$ cat src/scd_pkg.sv
// shared constants and types for the adc measurement configuration block
package scd_pkg;

   // ********************************************************
   // register indices (byte address is four times the index)
   // ********************************************************
   localparam logic [5:0] PROX_GAIN_IDX = 6'h0b;
   localparam logic [5:0] PROX_MISC_IDX = 6'h0c;
   localparam logic [5:0] IR_SEL_IDX = 6'h0e;
   localparam logic [5:0] AUX_SEL_IDX = 6'h0f;
   localparam logic [5:0] VIS_REC_IDX = 6'h10;
   localparam logic [5:0] VIS_GAIN_IDX = 6'h11;
   localparam logic [5:0] CTRL_IDX = 6'h18;
   localparam logic [5:0] STAT_IDX = 6'h19;

   // ********************************************************
   // reset values
   // ********************************************************
   localparam logic [7:0] PROX_GAIN_RST = 8'h00;
   localparam logic [7:0] PROX_MISC_RST = 8'h04;
   localparam logic [7:0] IR_SEL_RST = 8'h00;
   localparam logic [7:0] AUX_SEL_RST = 8'h65;
   localparam logic [7:0] VIS_REC_RST = 8'h70;
   localparam logic [7:0] VIS_GAIN_RST = 8'h00;

   // ********************************************************
   // field positions
   // ********************************************************
   localparam int GAIN_LSB = 0;
   localparam int GAIN_W = 3;
   localparam int RANGE_BIT = 5;
   localparam int MODE_BIT = 2;
   localparam int REC_LSB = 4;
   localparam int REC_W = 3;
   localparam int CTRL_START_BIT = 0;
   localparam int CTRL_KIND_LSB = 1;
   localparam int STAT_BUSY_BIT = 0;
   localparam int STAT_KIND_LSB = 1;
   localparam int STAT_DONE_BIT = 3;

   // input codes for the two documented mux selections
   localparam logic [7:0] IR_SMALL_PD = 8'h00;
   localparam logic [7:0] IR_LARGE_PD = 8'h03;
   localparam logic [7:0] AUX_TEMP = 8'h65;
   localparam logic [7:0] AUX_SUPPLY = 8'h75;

   // ********************************************************
   // timing
   // ********************************************************
   localparam int CLK_PERIOD_NS = 25;
   localparam int ADC_PERIOD_NS = 50;
   localparam int ADC_BASE_CYCLES =
      (ADC_PERIOD_NS + CLK_PERIOD_NS - 1) / CLK_PERIOD_NS;
   localparam int CNT_W = 10;

   // ********************************************************
   // types
   // ********************************************************
   typedef enum logic [1:0] {
      ST_IDLE = 2'b00,
      ST_RECOVER = 2'b01,
      ST_INTEGRATE = 2'b11,
      ST_DONE = 2'b10
   } scd_state_type;

   typedef enum logic [1:0] {
      K_PROX = 2'b00,
      K_VIS = 2'b01,
      K_IR = 2'b10,
      K_AUX = 2'b11
   } scd_kind_type;

endpackage

$ cat src/scd_tick_div.sv
// adc clock tick generator divided by two to the gain exponent
module scd_tick_div
   import scd_pkg::*;
#(
   parameter int BASE = ADC_BASE_CYCLES
) (
   input wire logic clk_i,
   input wire logic rst_i,
   input wire logic ce_i,
   input wire logic run_i,
   input wire logic [2:0] exp_i,
   output logic tick_o
);

   // ********************************************************
   // divider
   // ********************************************************
   // widest period is base times 128 clocks, that is 128 adc clocks
   localparam int DW = $clog2(BASE * 128) + 1;

   logic [DW-1:0] cnt_q;
   logic [DW-1:0] limit;

   // exponent zero leaves the adc clock undivided
   assign limit = DW'(BASE) << exp_i;

   // counter restarts whenever the sequencer is not running a phase
   always_ff @(posedge clk_i) begin
      if (rst_i) begin
         cnt_q <= '0;
         tick_o <= 1'b0;
      end else if (ce_i) begin
         if (!run_i) begin
            cnt_q <= '0;
            tick_o <= 1'b0;
         end else if (cnt_q == limit - DW'(1)) begin
            cnt_q <= '0;
            tick_o <= 1'b1;
         end else begin
            cnt_q <= cnt_q + DW'(1);
            tick_o <= 1'b0;
         end
      end
   end

endmodule

$ cat src/scd_measure_cfg.sv
// measurement configuration registers and adc measurement sequencer
//
// What this block does
// - proximity gain exponent stretches emitter and integration by 2^exp
// - exponent zero leaves adc clock undivided; each step doubles the divide
// - misc bit 5 selects proximity high signal range, gain cut by 14.5
// - misc bit 2: zero raw adc mode, one normal proximity (reset)
// - ambient ir select 0x00 small photodiode, 0x03 large photodiode
// - aux select: 0x65 relative temperature, 0x75 supply, both to ground
// - visible recovery waits 1..511 adc clocks per code, times 2^vis gain
// - on early silicon visible recovery also governs ambient ir recovery
// - visible gain stretches visible integration and recovery by 2^exp
//
// Decided for this implementation: register access over Wishbone.
module scd_measure_cfg
   import scd_pkg::*;
#(
   parameter int INTEG_TICKS = 16,
   parameter int EMIT_TICKS = 8,
   parameter logic [7:0] PROX_MUX = 8'h03,
   parameter logic [7:0] VIS_MUX = 8'h02,
   parameter bit EARLY_REV = 1'b0
) (
   input wire logic clk_i,
   input wire logic rst_i,
   input wire logic ce_i,
   input wire logic cyc_i,
   input wire logic stb_i,
   input wire logic we_i,
   input wire logic [7:0] adr_i,
   input wire logic [3:0] sel_i,
   input wire logic [31:0] dat_i,
   output logic [31:0] dat_o,
   output logic ack_o,
   output logic [7:0] adc_sel_o,
   output logic integrate_o,
   output logic emitter_o,
   output logic high_range_o,
   output logic raw_mode_o,
   output logic busy_o,
   output logic done_o
);

   // ********************************************************
   // stored settings
   // ********************************************************
   // defined fields only, reserved bits are never stored
   logic [2:0] prox_gain_exponent_q;
   logic proximity_high_range_q;
   logic proximity_measure_mode_q;
   logic [7:0] ambient_ir_input_select_q;
   logic [7:0] auxiliary_input_select_q;
   logic [2:0] visible_recovery_code_q;
   logic [2:0] visible_gain_exponent_q;

   // ********************************************************
   // bus decode
   // ********************************************************
   logic req;
   logic wr;
   logic [5:0] idx;
   logic [7:0] wbyte;
   logic start_req;
   scd_kind_type start_kind;

   // ack blocks a second take while the master still holds its strobe
   assign req = cyc_i && stb_i && !ack_o;
   assign wr = req && we_i && sel_i[0];
   assign idx = adr_i[7:2];
   assign wbyte = dat_i[7:0];

   // ********************************************************
   // sequencer state
   // ********************************************************
   // state, phase counter and the settings snapshot of the running phase
   scd_state_type state_q;
   scd_kind_type kind_q;
   logic done_seen_q;
   logic [CNT_W-1:0] cnt_q;
   logic [CNT_W-1:0] rec_len_q;
   logic [2:0] div_exp_q;
   logic tick;
   logic run;
   logic rec_last;

   assign start_req = wr && (idx == CTRL_IDX) && dat_i[CTRL_START_BIT];
   assign start_kind = scd_kind_type'(dat_i[CTRL_KIND_LSB +: 2]);

   // last divided tick of the recovery phase
   assign rec_last = tick && (cnt_q == rec_len_q - CNT_W'(1));

   // the divider is let go for one cycle on the way from recovery into
   // integration; both entry paths then see the same first-tick delay,
   // so the integrate window keeps its full length after a recovery
   assign run = ((state_q == ST_RECOVER) && !rec_last) ||
      (state_q == ST_INTEGRATE);

   // ********************************************************
   // register writes
   // ********************************************************
   // only defined fields are kept, so reserved bits read back as zero
   // a write with byte lane zero off is dropped: every setting is a byte
   always_ff @(posedge clk_i) begin
      if (rst_i) begin
         prox_gain_exponent_q <= PROX_GAIN_RST[GAIN_LSB +: GAIN_W];
         proximity_high_range_q <= PROX_MISC_RST[RANGE_BIT];
         proximity_measure_mode_q <= PROX_MISC_RST[MODE_BIT];
         ambient_ir_input_select_q <= IR_SEL_RST;
         auxiliary_input_select_q <= AUX_SEL_RST;
         visible_recovery_code_q <= VIS_REC_RST[REC_LSB +: REC_W];
         visible_gain_exponent_q <= VIS_GAIN_RST[GAIN_LSB +: GAIN_W];
      end else if (ce_i && wr) begin
         unique case (idx)
            // exponent taken as written, above five is the host's risk
            PROX_GAIN_IDX: begin
               prox_gain_exponent_q <= wbyte[GAIN_LSB +: GAIN_W];
            end
            PROX_MISC_IDX: begin
               proximity_high_range_q <= wbyte[RANGE_BIT];
               proximity_measure_mode_q <= wbyte[MODE_BIT];
            end
            IR_SEL_IDX: begin
               ambient_ir_input_select_q <= wbyte;
            end
            AUX_SEL_IDX: begin
               auxiliary_input_select_q <= wbyte;
            end
            VIS_REC_IDX: begin
               // low nibble is reserved and dropped
               visible_recovery_code_q <= wbyte[REC_LSB +: REC_W];
            end
            VIS_GAIN_IDX: begin
               visible_gain_exponent_q <= wbyte[GAIN_LSB +: GAIN_W];
            end
            default: begin
            end
         endcase
      end
   end

   // ********************************************************
   // bus answer
   // ********************************************************
   // one wait state for every access; unmapped reads return zero
   // the control index is write-only and reads back as zero
   // status is sampled as the read is taken, one cycle before ack
   always_ff @(posedge clk_i) begin
      if (rst_i) begin
         ack_o <= 1'b0;
         dat_o <= 32'h0000_0000;
      end else if (ce_i) begin
         ack_o <= req;
         dat_o <= 32'h0000_0000;
         if (req && !we_i) begin
            unique case (idx)
               PROX_GAIN_IDX: dat_o[GAIN_LSB +: GAIN_W] <=
                  prox_gain_exponent_q;
               PROX_MISC_IDX: begin
                  dat_o[RANGE_BIT] <= proximity_high_range_q;
                  dat_o[MODE_BIT] <= proximity_measure_mode_q;
               end
               IR_SEL_IDX: dat_o[7:0] <= ambient_ir_input_select_q;
               AUX_SEL_IDX: dat_o[7:0] <= auxiliary_input_select_q;
               VIS_REC_IDX: dat_o[REC_LSB +: REC_W] <=
                  visible_recovery_code_q;
               VIS_GAIN_IDX: dat_o[GAIN_LSB +: GAIN_W] <=
                  visible_gain_exponent_q;
               STAT_IDX: begin
                  dat_o[STAT_BUSY_BIT] <= busy_o;
                  dat_o[STAT_KIND_LSB +: 2] <= kind_q;
                  dat_o[STAT_DONE_BIT] <= done_seen_q;
               end
               default: begin
               end
            endcase
         end
      end
   end

   // ********************************************************
   // adc tick divider
   // ********************************************************
   // the divider only counts while a phase runs, so an idle block
   // toggles nothing but the bus logic; the cost is a one-cycle
   // start-up delay before the first divided tick
   scd_tick_div #(
      .BASE(ADC_BASE_CYCLES)
   ) u_div (
      .clk_i(clk_i),
      .rst_i(rst_i),
      .ce_i(ce_i),
      .run_i(run),
      .exp_i(div_exp_q),
      .tick_o(tick)
   );

   // recovery length in adc clocks: 1, 7, 15 ... 511
   // code zero is a single clock, any other code is 2^(code+2)-1
   // the counter is wide enough for the longest code
   function automatic logic [CNT_W-1:0] rec_len(input logic [2:0] code);
      logic [CNT_W-1:0] r;
      r = (CNT_W'(1) << (CNT_W'(code) + CNT_W'(2))) - CNT_W'(1);
      return (code == 3'd0) ? CNT_W'(1) : r;
   endfunction

   // ********************************************************
   // measurement sequencer
   // ********************************************************
   // settings are sampled once at start, so mid-measurement writes
   // only affect the next run
   // a start that lands while busy is dropped without notice, so the
   // host watches busy or the status word before the next one
   always_ff @(posedge clk_i) begin
      if (rst_i) begin
         state_q <= ST_IDLE;
         kind_q <= K_PROX;
         cnt_q <= '0;
         rec_len_q <= '0;
         div_exp_q <= 3'd0;
         adc_sel_o <= 8'h00;
         high_range_o <= 1'b0;
         raw_mode_o <= 1'b0;
      end else if (ce_i) begin
         unique case (state_q)
            ST_IDLE: begin
               cnt_q <= '0;
               if (start_req) begin
                  kind_q <= start_kind;
                  high_range_o <= 1'b0;
                  raw_mode_o <= 1'b0;
                  rec_len_q <= rec_len(visible_recovery_code_q);
                  state_q <= ST_INTEGRATE;
                  unique case (start_kind)
                     K_PROX: begin
                        // six and seven pass unclamped, see the host limit
                        div_exp_q <= prox_gain_exponent_q;
                        adc_sel_o <= PROX_MUX;
                        high_range_o <= proximity_high_range_q;
                        raw_mode_o <= !proximity_measure_mode_q;
                     end
                     K_VIS: begin
                        // recovery and integration share the visible gain
                        div_exp_q <= visible_gain_exponent_q;
                        adc_sel_o <= VIS_MUX;
                        state_q <= ST_RECOVER;
                     end
                     K_IR: begin
                        // older parts share the visible timing settings
                        div_exp_q <= EARLY_REV ?
                           visible_gain_exponent_q : 3'd0;
                        adc_sel_o <= ambient_ir_input_select_q;
                        if (EARLY_REV) begin
                           state_q <= ST_RECOVER;
                        end
                     end
                     K_AUX: begin
                        // auxiliary readings use the undivided adc clock
                        div_exp_q <= 3'd0;
                        adc_sel_o <= auxiliary_input_select_q;
                     end
                  endcase
               end
            end
            ST_RECOVER: begin
               if (tick) begin
                  if (cnt_q == rec_len_q - CNT_W'(1)) begin
                     cnt_q <= '0;
                     state_q <= ST_INTEGRATE;
                  end else begin
                     cnt_q <= cnt_q + CNT_W'(1);
                  end
               end
            end
            ST_INTEGRATE: begin
               // integration length counts divided ticks
               if (tick) begin
                  if (cnt_q == CNT_W'(INTEG_TICKS - 1)) begin
                     cnt_q <= '0;
                     state_q <= ST_DONE;
                  end else begin
                     cnt_q <= cnt_q + CNT_W'(1);
                  end
               end
            end
            ST_DONE: begin
               // one settle cycle so done and status line up
               state_q <= ST_IDLE;
            end
         endcase
      end
   end

   // ********************************************************
   // front-end strobes
   // ********************************************************
   // integrate window rises one cycle behind the state machine and falls with it,
   // so it opens at least one cycle after the registered mux code settles
   // integrate rises one cycle after the phase begins, which the
   // start-up cycle of the divider makes up for
   always_ff @(posedge clk_i) begin
      if (rst_i) begin
         integrate_o <= 1'b0;
         busy_o <= 1'b0;
         done_o <= 1'b0;
      end else if (ce_i) begin
         integrate_o <= (state_q == ST_INTEGRATE) &&
            !(tick && cnt_q == CNT_W'(INTEG_TICKS - 1));
         busy_o <= (state_q != ST_IDLE) || start_req;
         done_o <= (state_q == ST_INTEGRATE) && tick &&
            (cnt_q == CNT_W'(INTEG_TICKS - 1));
      end
   end

   // emitter only fires on normal proximity, never in raw adc mode;
   // its width is counted in divided ticks so the gain stretches it
   // a pulse longer than the integration is cut one cycle after integrate falls
   always_ff @(posedge clk_i) begin
      if (rst_i) begin
         emitter_o <= 1'b0;
      end else if (ce_i) begin
         emitter_o <= (state_q == ST_INTEGRATE) && (kind_q == K_PROX) &&
            !raw_mode_o && (cnt_q < CNT_W'(EMIT_TICKS)) &&
            !(tick && cnt_q == CNT_W'(EMIT_TICKS - 1));
      end
   end

   // done flag: set by the finishing measurement, cleared by a new start;
   // the set wins when both meet
   // status keeps the flag until the host starts again
   always_ff @(posedge clk_i) begin
      if (rst_i) begin
         done_seen_q <= 1'b0;
      end else if (ce_i) begin
         if (state_q == ST_DONE) begin
            done_seen_q <= 1'b1;
         end else if (start_req && state_q == ST_IDLE) begin
            done_seen_q <= 1'b0;
         end
      end
   end

endmodule

$ cat config.mk
export PLATFORM = sky130hd
export DESIGN_NAME = scd_measure_cfg
export DESIGN_NICKNAME = d
export VERILOG_FILES = /design/src/scd_pkg.sv /design/src/scd_tick_div.sv /design/src/scd_measure_cfg.sv
export SDC_FILE = /design/constraint.sdc
export NUM_CORES = 1
export LEC_CHECK = 0
export ABC_AREA = 0
export BUFFER_PORTS_ARGS = -buffer_cell sky130_fd_sc_hd__clkbuf_2
export CAP_MARGIN = 20
export CELL_PAD_IN_SITES_DETAIL_PLACEMENT = 1
export CELL_PAD_IN_SITES_GLOBAL_PLACEMENT = 2
export CORE_UTILIZATION = 35
export CTS_BUF_LIST = sky130_fd_sc_hd__clkbuf_16
export CTS_CLUSTER_DIAMETER = 40
export DETAILED_ROUTE_END_ITERATION = 8
export GPL_TIMING_DRIVEN = 0
export PLACE_DENSITY_LB_ADDON = 0.05
export SYNTH_ARGS = -nofsm -noshare
export SYNTH_HDL_FRONTEND = slang
export SYNTH_SLANG_ARGS = --single-unit
$ cat constraint.sdc
create_clock -name clk_i -period 6.9 [get_ports clk_i]
set_clock_uncertainty 0.1 [all_clocks]
set_input_delay 1.38 -clock clk_i [delete_from_list [all_inputs] [get_ports clk_i]]
set_output_delay 1.38 -clock clk_i [all_outputs]
set_load 0.02 [all_outputs]
==> metrics.yaml, run 1 <==
timing:
  hold_viol: 0
  worstMarginPinSlew_ps: 951
  period_share_pct: 50.0
  setup_viol: 0
  final_max_slew_viol_count: 0
  post-route-min-period_ps: 3450
  clock.fmax_ghz: 0.290
  grt_setup_unrepaired: "no"
  setup_tns_ps: 0
  relSlewSlack_pct: 36.3
cells_and_area:
  nNetsFinal: 742
  drive_gt1_share_pct: 15.6
  diodes: 0
  syn_to_final_growth_pct: 16.9
  stdcell_area_um2: 5750
power_and_ir_drop:
  ir_worst_vdd_mv: 0.117
  p_leak_nw: 2.26
  p_per_area_nw_per_um2: 195
worst_setup_path:
  critical-path-slowest-cell: "nor4bb_1"
  critPathKind: "input pin to flip-flop"
  cp_cell_sequence: "clkbuf_2 -> nor4bb_1 -> nand3_1 -> nor3_1 -> clkbuf_1 -> nand3_1 -> a21oi_1"
  worst_ep_required_time_ps: 7080
  cp-start-kind: "input pin"
  crit_fanout: 10
  endpoint_kind: "flip-flop"
  cpPeakStageDelay_ps: 540
  path_common_cell: "nand3_1"
  worstRegToRegCells: 10
  worstPathArrival_ps: 3620
global_routing:
  grt_usage_pct: 22.0
  grt_pass1_vias: 4560
  grt-ovfl-total: 0
  grt_first_pass_wirelength_um: 24600
  antenna_found_initial: 0
  grt_max_degree: 15
detailed_routing:
  vias_per_cell: 5.26
  drt_pass1_iterations: 4
  vias: 4540
  drc: 0
  wl_um: 15300
  ant_nets: 0
  drt_iter0_drc: 134
  wire_per_inst_um: 17.8
synthesis:
  synthCells: 606
  synth_async_sr_flop_share_pct: 0
  yosys_most_used_dff: "dfxtp_1"
  syn_avg_cell_area_um2: 8.12
  ys_types: 60
  ys_seq_area_share_pct: 35.8
  synth_top_cells_by_area: "dfxtp_1 36%, nor2_1 6.4%, mux2i_1 5.5%, a21oi_1 4.7%, nand2_1 4.7%"
  syn_area_um2: 4920
  synth_warnings: 0
  synth_enable_flop_cells: 0
  netlist.top_cell.by_area: "dfxtp_1"
  ys_ff_latch: 88
  yosys.area.top_type_share_pct: 35.8
placed_design:
  placed_cell_area_um2: 5440
  place_congestion: 0.828
  hpwl_um: 11600
  numPortBuffers: 42
job:
  drv_cap: 0
floorplan:
  coreArea_um2: 13500
  die_w_um: 121
  pin_count: 97
  die-area_um2: 14500
  rows: 42
  initial_core_util_pct: 36.6
  dieHeight_um: 121
clocking:
  cts_resized: 0
  clockBufferDepth: 2
  holdBufCountCts: 0
  numClockSinks: 88
  clkTransAtPathRegs_ps: 70
  post_cts_buffers: 0
  cts_root_buffer: "clkbuf_16"
  cts_made_buffers: 9
  clkLatencyLatePin_ps: 350
  h-tree-depth: 3
  cts_tree: "built"
run_status:
  status: "finished, final reports clean"
worst_hold_path:
  hp-class: "flip-flop to flip-flop"
  whs_path_depth: 2
-- Yosys cell counts, types with 5 or more instances --
cell type / number
xnor2_1: 9
nor2_1: 84
inv_1: 10
nor3b_1: 7
mux2_2: 15
a211oi_1: 7
a22oi_1: 14
nand3b_1: 6
a211o_1: 5
nor2b_1: 5
nor3_1: 16
mux2i_1: 27
and3_1: 9
nand4_1: 8
xor2_1: 14
clkbuf_1: 34
o21ai_0: 23
buf_4: 24
ha_1: 10
dfxtp_1: 88
a21oi_1: 46
nand3_1: 27
nand2_1: 61
-- registers in the layout (all words and copies together), names as in the netlist --
register	count
ack_o	1
adc_sel_o	8
ambient_ir_input_select_q	8
auxiliary_input_select_q	8
busy_o	1
cnt_q	10
dat_o	8
div_exp_q	3
done_o	1
done_seen_q	1
emitter_o	1
high_range_o	1
integrate_o	1
kind_q	2
prox_gain_exponent_q	3
proximity_high_range_q	1
proximity_measure_mode_q	1
raw_mode_o	1
rec_len_q	10
state_q	2
u_div.cnt_q	9
u_div.tick_o	1
visible_gain_exponent_q	3
visible_recovery_code_q	3
-- cells in the final DEF, fill, tap and decap left out, drive strengths merged, types with 6 or more instances in the layout --
cell type  instances
a211oi             7
nand3             27
xor2              14
nand3b             6
ha                10
and3               9
nand4              8
mux2              15
dfxtp             88
nor2              84
nand2             61
clkbuf            85
inv               12
o21ai             23
a21oi             47
nor3b              8
xnor2              9
conb              24
buf               28
nor3              19
mux2i             27
a22oi             14
-- where the power goes --
group,internal (mW),total [mW],switching [mW]
clock,0.315,0.529,0.214
combinational,0.0253,0.0808,0.0554
sequential,0.509,0.510,0.00117
total,0.849,1.12,0.271
-- cells by family (layout without fill, tap and decap cells) --
kind of cell / count (synthesis) / count (layout) / synth area share, %
AND/OR/NAND/NOR: 248 / 248 / 24.3
adder cells (fa/ha/maj): 10 / 10 / 2.54
flip-flops: 88 / 88 / 35.8
other: 1 / 24 / 0.0762
buffers and inverters: 72 / 130 / 7.40
AO/OA/AOI/OAI: 122 / 122 / 16.9
XOR/XNOR: 23 / 23 / 4.09
multiplexers: 42 / 42 / 8.92
-- routing by layer --
metal	track usage (%)	part of all wire, %	routed length (um)
met4	6.79	1.5	232
met1	29.5	50	7610
met2	36.3	46	7040
met3	3.11	3.0	456
met5	0	0	0
-- per-stage QoR --
stage	cells	setup slack, ps	power, mW	utilization [%]	hold slack (ps)
finish	863	3450	1.12	42.8	355
global route	863	3280	1.15	42.8	379
CTS	863	3450	1.13	42.8	363
detailed placement	847	3090	0.602	40.4	349
global placement	847	3080	0.601	40.4	345
floorplan	629	3680	0.574	-	345
-- path summary, 6_finish.rpt --
check	to	slack (ps)	start
worst max-delay path	adc_sel_o[2]$_SDFFE_PP0P_	3450	adr_i[4]
worst min-delay path	adc_sel_o[4]$_SDFFE_PP0P_	360	adc_sel_o[4]$_SDFFE_PP0P_
worst max register to register	u_div.cnt_q[1]$_SDFFE_PP0P_	3660	div_exp_q[1]$_SDFFE_PP0P_
worst min register to register	adc_sel_o[4]$_SDFFE_PP0P_	360	adc_sel_o[4]$_SDFFE_PP0P_
-- critical path, delay by kind of cell --
family                 cells  cell delay, ps
AO/OA/AOI/OAI              1             180
buffers and inverters      2             650
AND/OR/NAND/NOR            4            1410
-- area by class of cell --
cell class	instances	area [um2]
Buffer	62	327
Clock buffer	9	225
Clock inverter	7	88.8
Fill cell	1699	7700
Inverter	10	37.5
Multi-Input combinational cell	469	2880
Sequential cell	88	1760
Tap cell	176	220
Timing Repair Buffer	42	210
Note: power is estimated with default switching activity, not from simulation.
==> inputs of run 2 (changes only) <==
- CORE_UTILIZATION: 35 -> 32
- clock period: 6.9 -> 3.33 ns (I/O delays scaled with it)
==> metrics.yaml, run 2 (same netlist as run 1, synthesis figures left out) <==
run_status:
  status: "finished, final reports clean"
cells_and_area:
  multi_input_area_um2: 2900  # +0.69%
  layout_commonest_cell: "dfxtp_1"
  final_cell_mix: "88 x dfxtp_1, 84 x nor2_1, 61 x nand2_1"
  fill_cells: 1805  # +6.2%
  top_regs: "cnt_q x10, rec_len_q x10, u_div.cnt_q x9"
  syn_to_final_growth_pct: 17.6
  diodes: 0  # unchanged
  nNetsFinal: 744  # +0.27%
  area.sequential_um2: 1760  # unchanged
  drive_gt1_share_pct: 16.1  # +0.56 points
power_and_ir_drop:
  ir_worst_vdd_mv: 0.211  # +80%
  p_total_mw: 2.32  # +110%
  p_leak_nw: 2.26  # about the same
  p_per_area_nw_per_um2: 400  # +110%
worst_hold_path:
  hp-class: "flip-flop to flip-flop"
  whs_path_depth: 2  # unchanged
  hold_end: "adc_sel_o[5]$_SDFFE_PP0P_"
  hp-start: "adc_sel_o[5]$_SDFFE_PP0P_"
detailed_routing:
  drt_pass1_iterations: 4  # unchanged
  vias: 4610  # +1.5%
  drc: 0  # unchanged
  ant_nets: 0  # unchanged
  vias_per_cell: 5.29  # +0.49%
  drt_iter0_drc: 265  # +98%
  wire_per_inst_um: 18.6  # +4.4%
  wl_um: 16200  # +5.4%
worst_setup_path:
  cp-start-kind: "flip-flop"
  worst_ep_required_time_ps: 3510  # -3570 ps
  worstRegToRegCells: 10  # unchanged
  r2r_slack_ps: 280  # -3380 ps
  crit_fanout: 10  # unchanged
  critical-path-slowest-cell: "o311ai_0"
  r2r-start: "div_exp_q[1]$_SDFFE_PP0P_"
  cpLargestDelayFamily: "compound AO/OA/AOI/OAI gates"
  cp_cell_sequence: "clkbuf_1 -> or3_1 -> ha_1 -> xor2_1 -> and4_1 -> o311ai_0 -> a211oi_2 -> a311oi_2 -> a22oi_1 -> nor2_1"
  worstPathArrival_ps: 3230  # -390 ps
  cpPeakStageDelay_ps: 440  # -100 ps
  endpoint_kind: "flip-flop"
  critPathKind: "flip-flop to flip-flop"
  path_buf_inv: 1  # -1
  r2r_end: "u_div.cnt_q[8]$_SDFFE_PP0P_"
global_routing:
  grt_pass1_vias: 4640  # +1.8%
  grt-ovfl-total: 0  # unchanged
  grt_max_degree: 15  # unchanged
  antenna_found_initial: 0  # unchanged
  grt_usage_pct: 21.0  # -0.97 points
  grt_first_pass_wirelength_um: 25700  # +4.5%
floorplan:
  pin_count: 97  # unchanged
  initial_core_util_pct: 33.4  # -3.2 points
  dieHeight_um: 126  # +4.5%
  die-area_um2: 15900  # +9.2%
  coreArea_um2: 14800  # +9.7%
  die_w_um: 126  # +4.5%
  rows: 44  # +4.8%
clocking:
  cts_root_buffer: "clkbuf_16"
  numClockSinks: 88  # unchanged
  holdBufCountCts: 0  # unchanged
  clkLatencyLatePin_ps: 350  # about the same
  cts_made_buffers: 9  # unchanged
  clkTransAtPathRegs_ps: 60  # about the same
  clockBufferDepth: 2  # unchanged
  h-tree-depth: 3  # unchanged
  cts_tree: "built"
timing:
  hold_viol: 0  # unchanged
  period_share_pct: 91.6
  final_max_slew_viol_count: 0  # unchanged
  clock.fmax_ghz: 0.328
  grt_setup_unrepaired: "no"
  relSlewSlack_pct: 35.4  # -0.91 points
  worstMarginPinSlew_ps: 964  # +13.5 ps
  post-route-min-period_ps: 3050
  setup_tns_ps: 0  # unchanged
  setup_viol: 0  # unchanged
job:
  drv_cap: 0  # unchanged
placed_design:
  place_congestion: 0.819  # -1.1%
  numPortBuffers: 42  # unchanged
  hpwl_um: 11900  # +2.9%
## run 2: cell types whose count changed in the layout (fill, tap and decap cells not counted), sizes merged
cell / before / now
a311oi: 2 / 3
buf: 28 / 29
clkinvlp: 0 / 1
clkinv: 3 / 1
## run 2: cell type report
type                       instances  area share, %
clock inverter                     6           1.47
clock buffer                       9           3.89
multi-input combinational        470           50.2
inverter                          10          0.649
timing repair buffer              43           3.76
buffer                            62           5.64
sequential                        88           30.4
tap                              184           3.98
## run 2: power by group
part | switching, mW | leakage [nW] | internal (mW)
combinational | 0.117 | 1.40 | 0.0526
sequential | 0.00250 | 0.709 | 1.05
clock | 0.438 | 0.153 | 0.652
total | 0.558 | 2.26 | 1.76
## run 2: stage by stage
step                instances  util [%]  setup WS (ps)  cell area, um2  hold slack [ps]
global route              872      39.2           33.3            5790              379
detailed placement        855      36.9            119            5450              347
finish                    872      39.2            279            5790              361
CTS                       870      39.0           98.4            5760              363
global placement          855      36.9            183            5450              342
floorplan                 629         -            637            5010              345
## run 2: routing by layer
layer  wire (um)  part of all wire [%]  track usage, %
met5           0                     0               0
met4         330                   2.0            8.08
met3         504                   3.1            2.76
met2        7530                    47            34.5
met1        7810                    48            28.0
## run 2: worst max-delay path by stage
stage	from	to	slack, ps	depth (start not counted)
floorplan	div_exp_q[1]$_SDFFE_PP0P_	u_div.cnt_q[1]$_SDFFE_PP0P_	640	10
global placement	div_exp_q[1]$_SDFFE_PP0P_	u_div.cnt_q[1]$_SDFFE_PP0P_	180	10
detailed placement	div_exp_q[1]$_SDFFE_PP0P_	u_div.cnt_q[1]$_SDFFE_PP0P_	120	10
CTS	div_exp_q[1]$_SDFFE_PP0P_	u_div.cnt_q[1]$_SDFFE_PP0P_	100	10
global route	visible_recovery_code_q[1]$_SDFFE_PP1P_	rec_len_q[6]$_SDFFE_PP0P_	30	11
finish	div_exp_q[1]$_SDFFE_PP0P_	u_div.cnt_q[8]$_SDFFE_PP0P_	280	10
## run 2: what timing repair did
item | in CTS | in global routing
resized for setup | 0 | 1
setup buffers | 0 | 1
setup endpoints to repair | 0 | 9
## run 2: worst min-delay path: stages (launching register included)
cell     delay, ps
dfxtp_1        310
nand2_1         50
a21oi_1         50
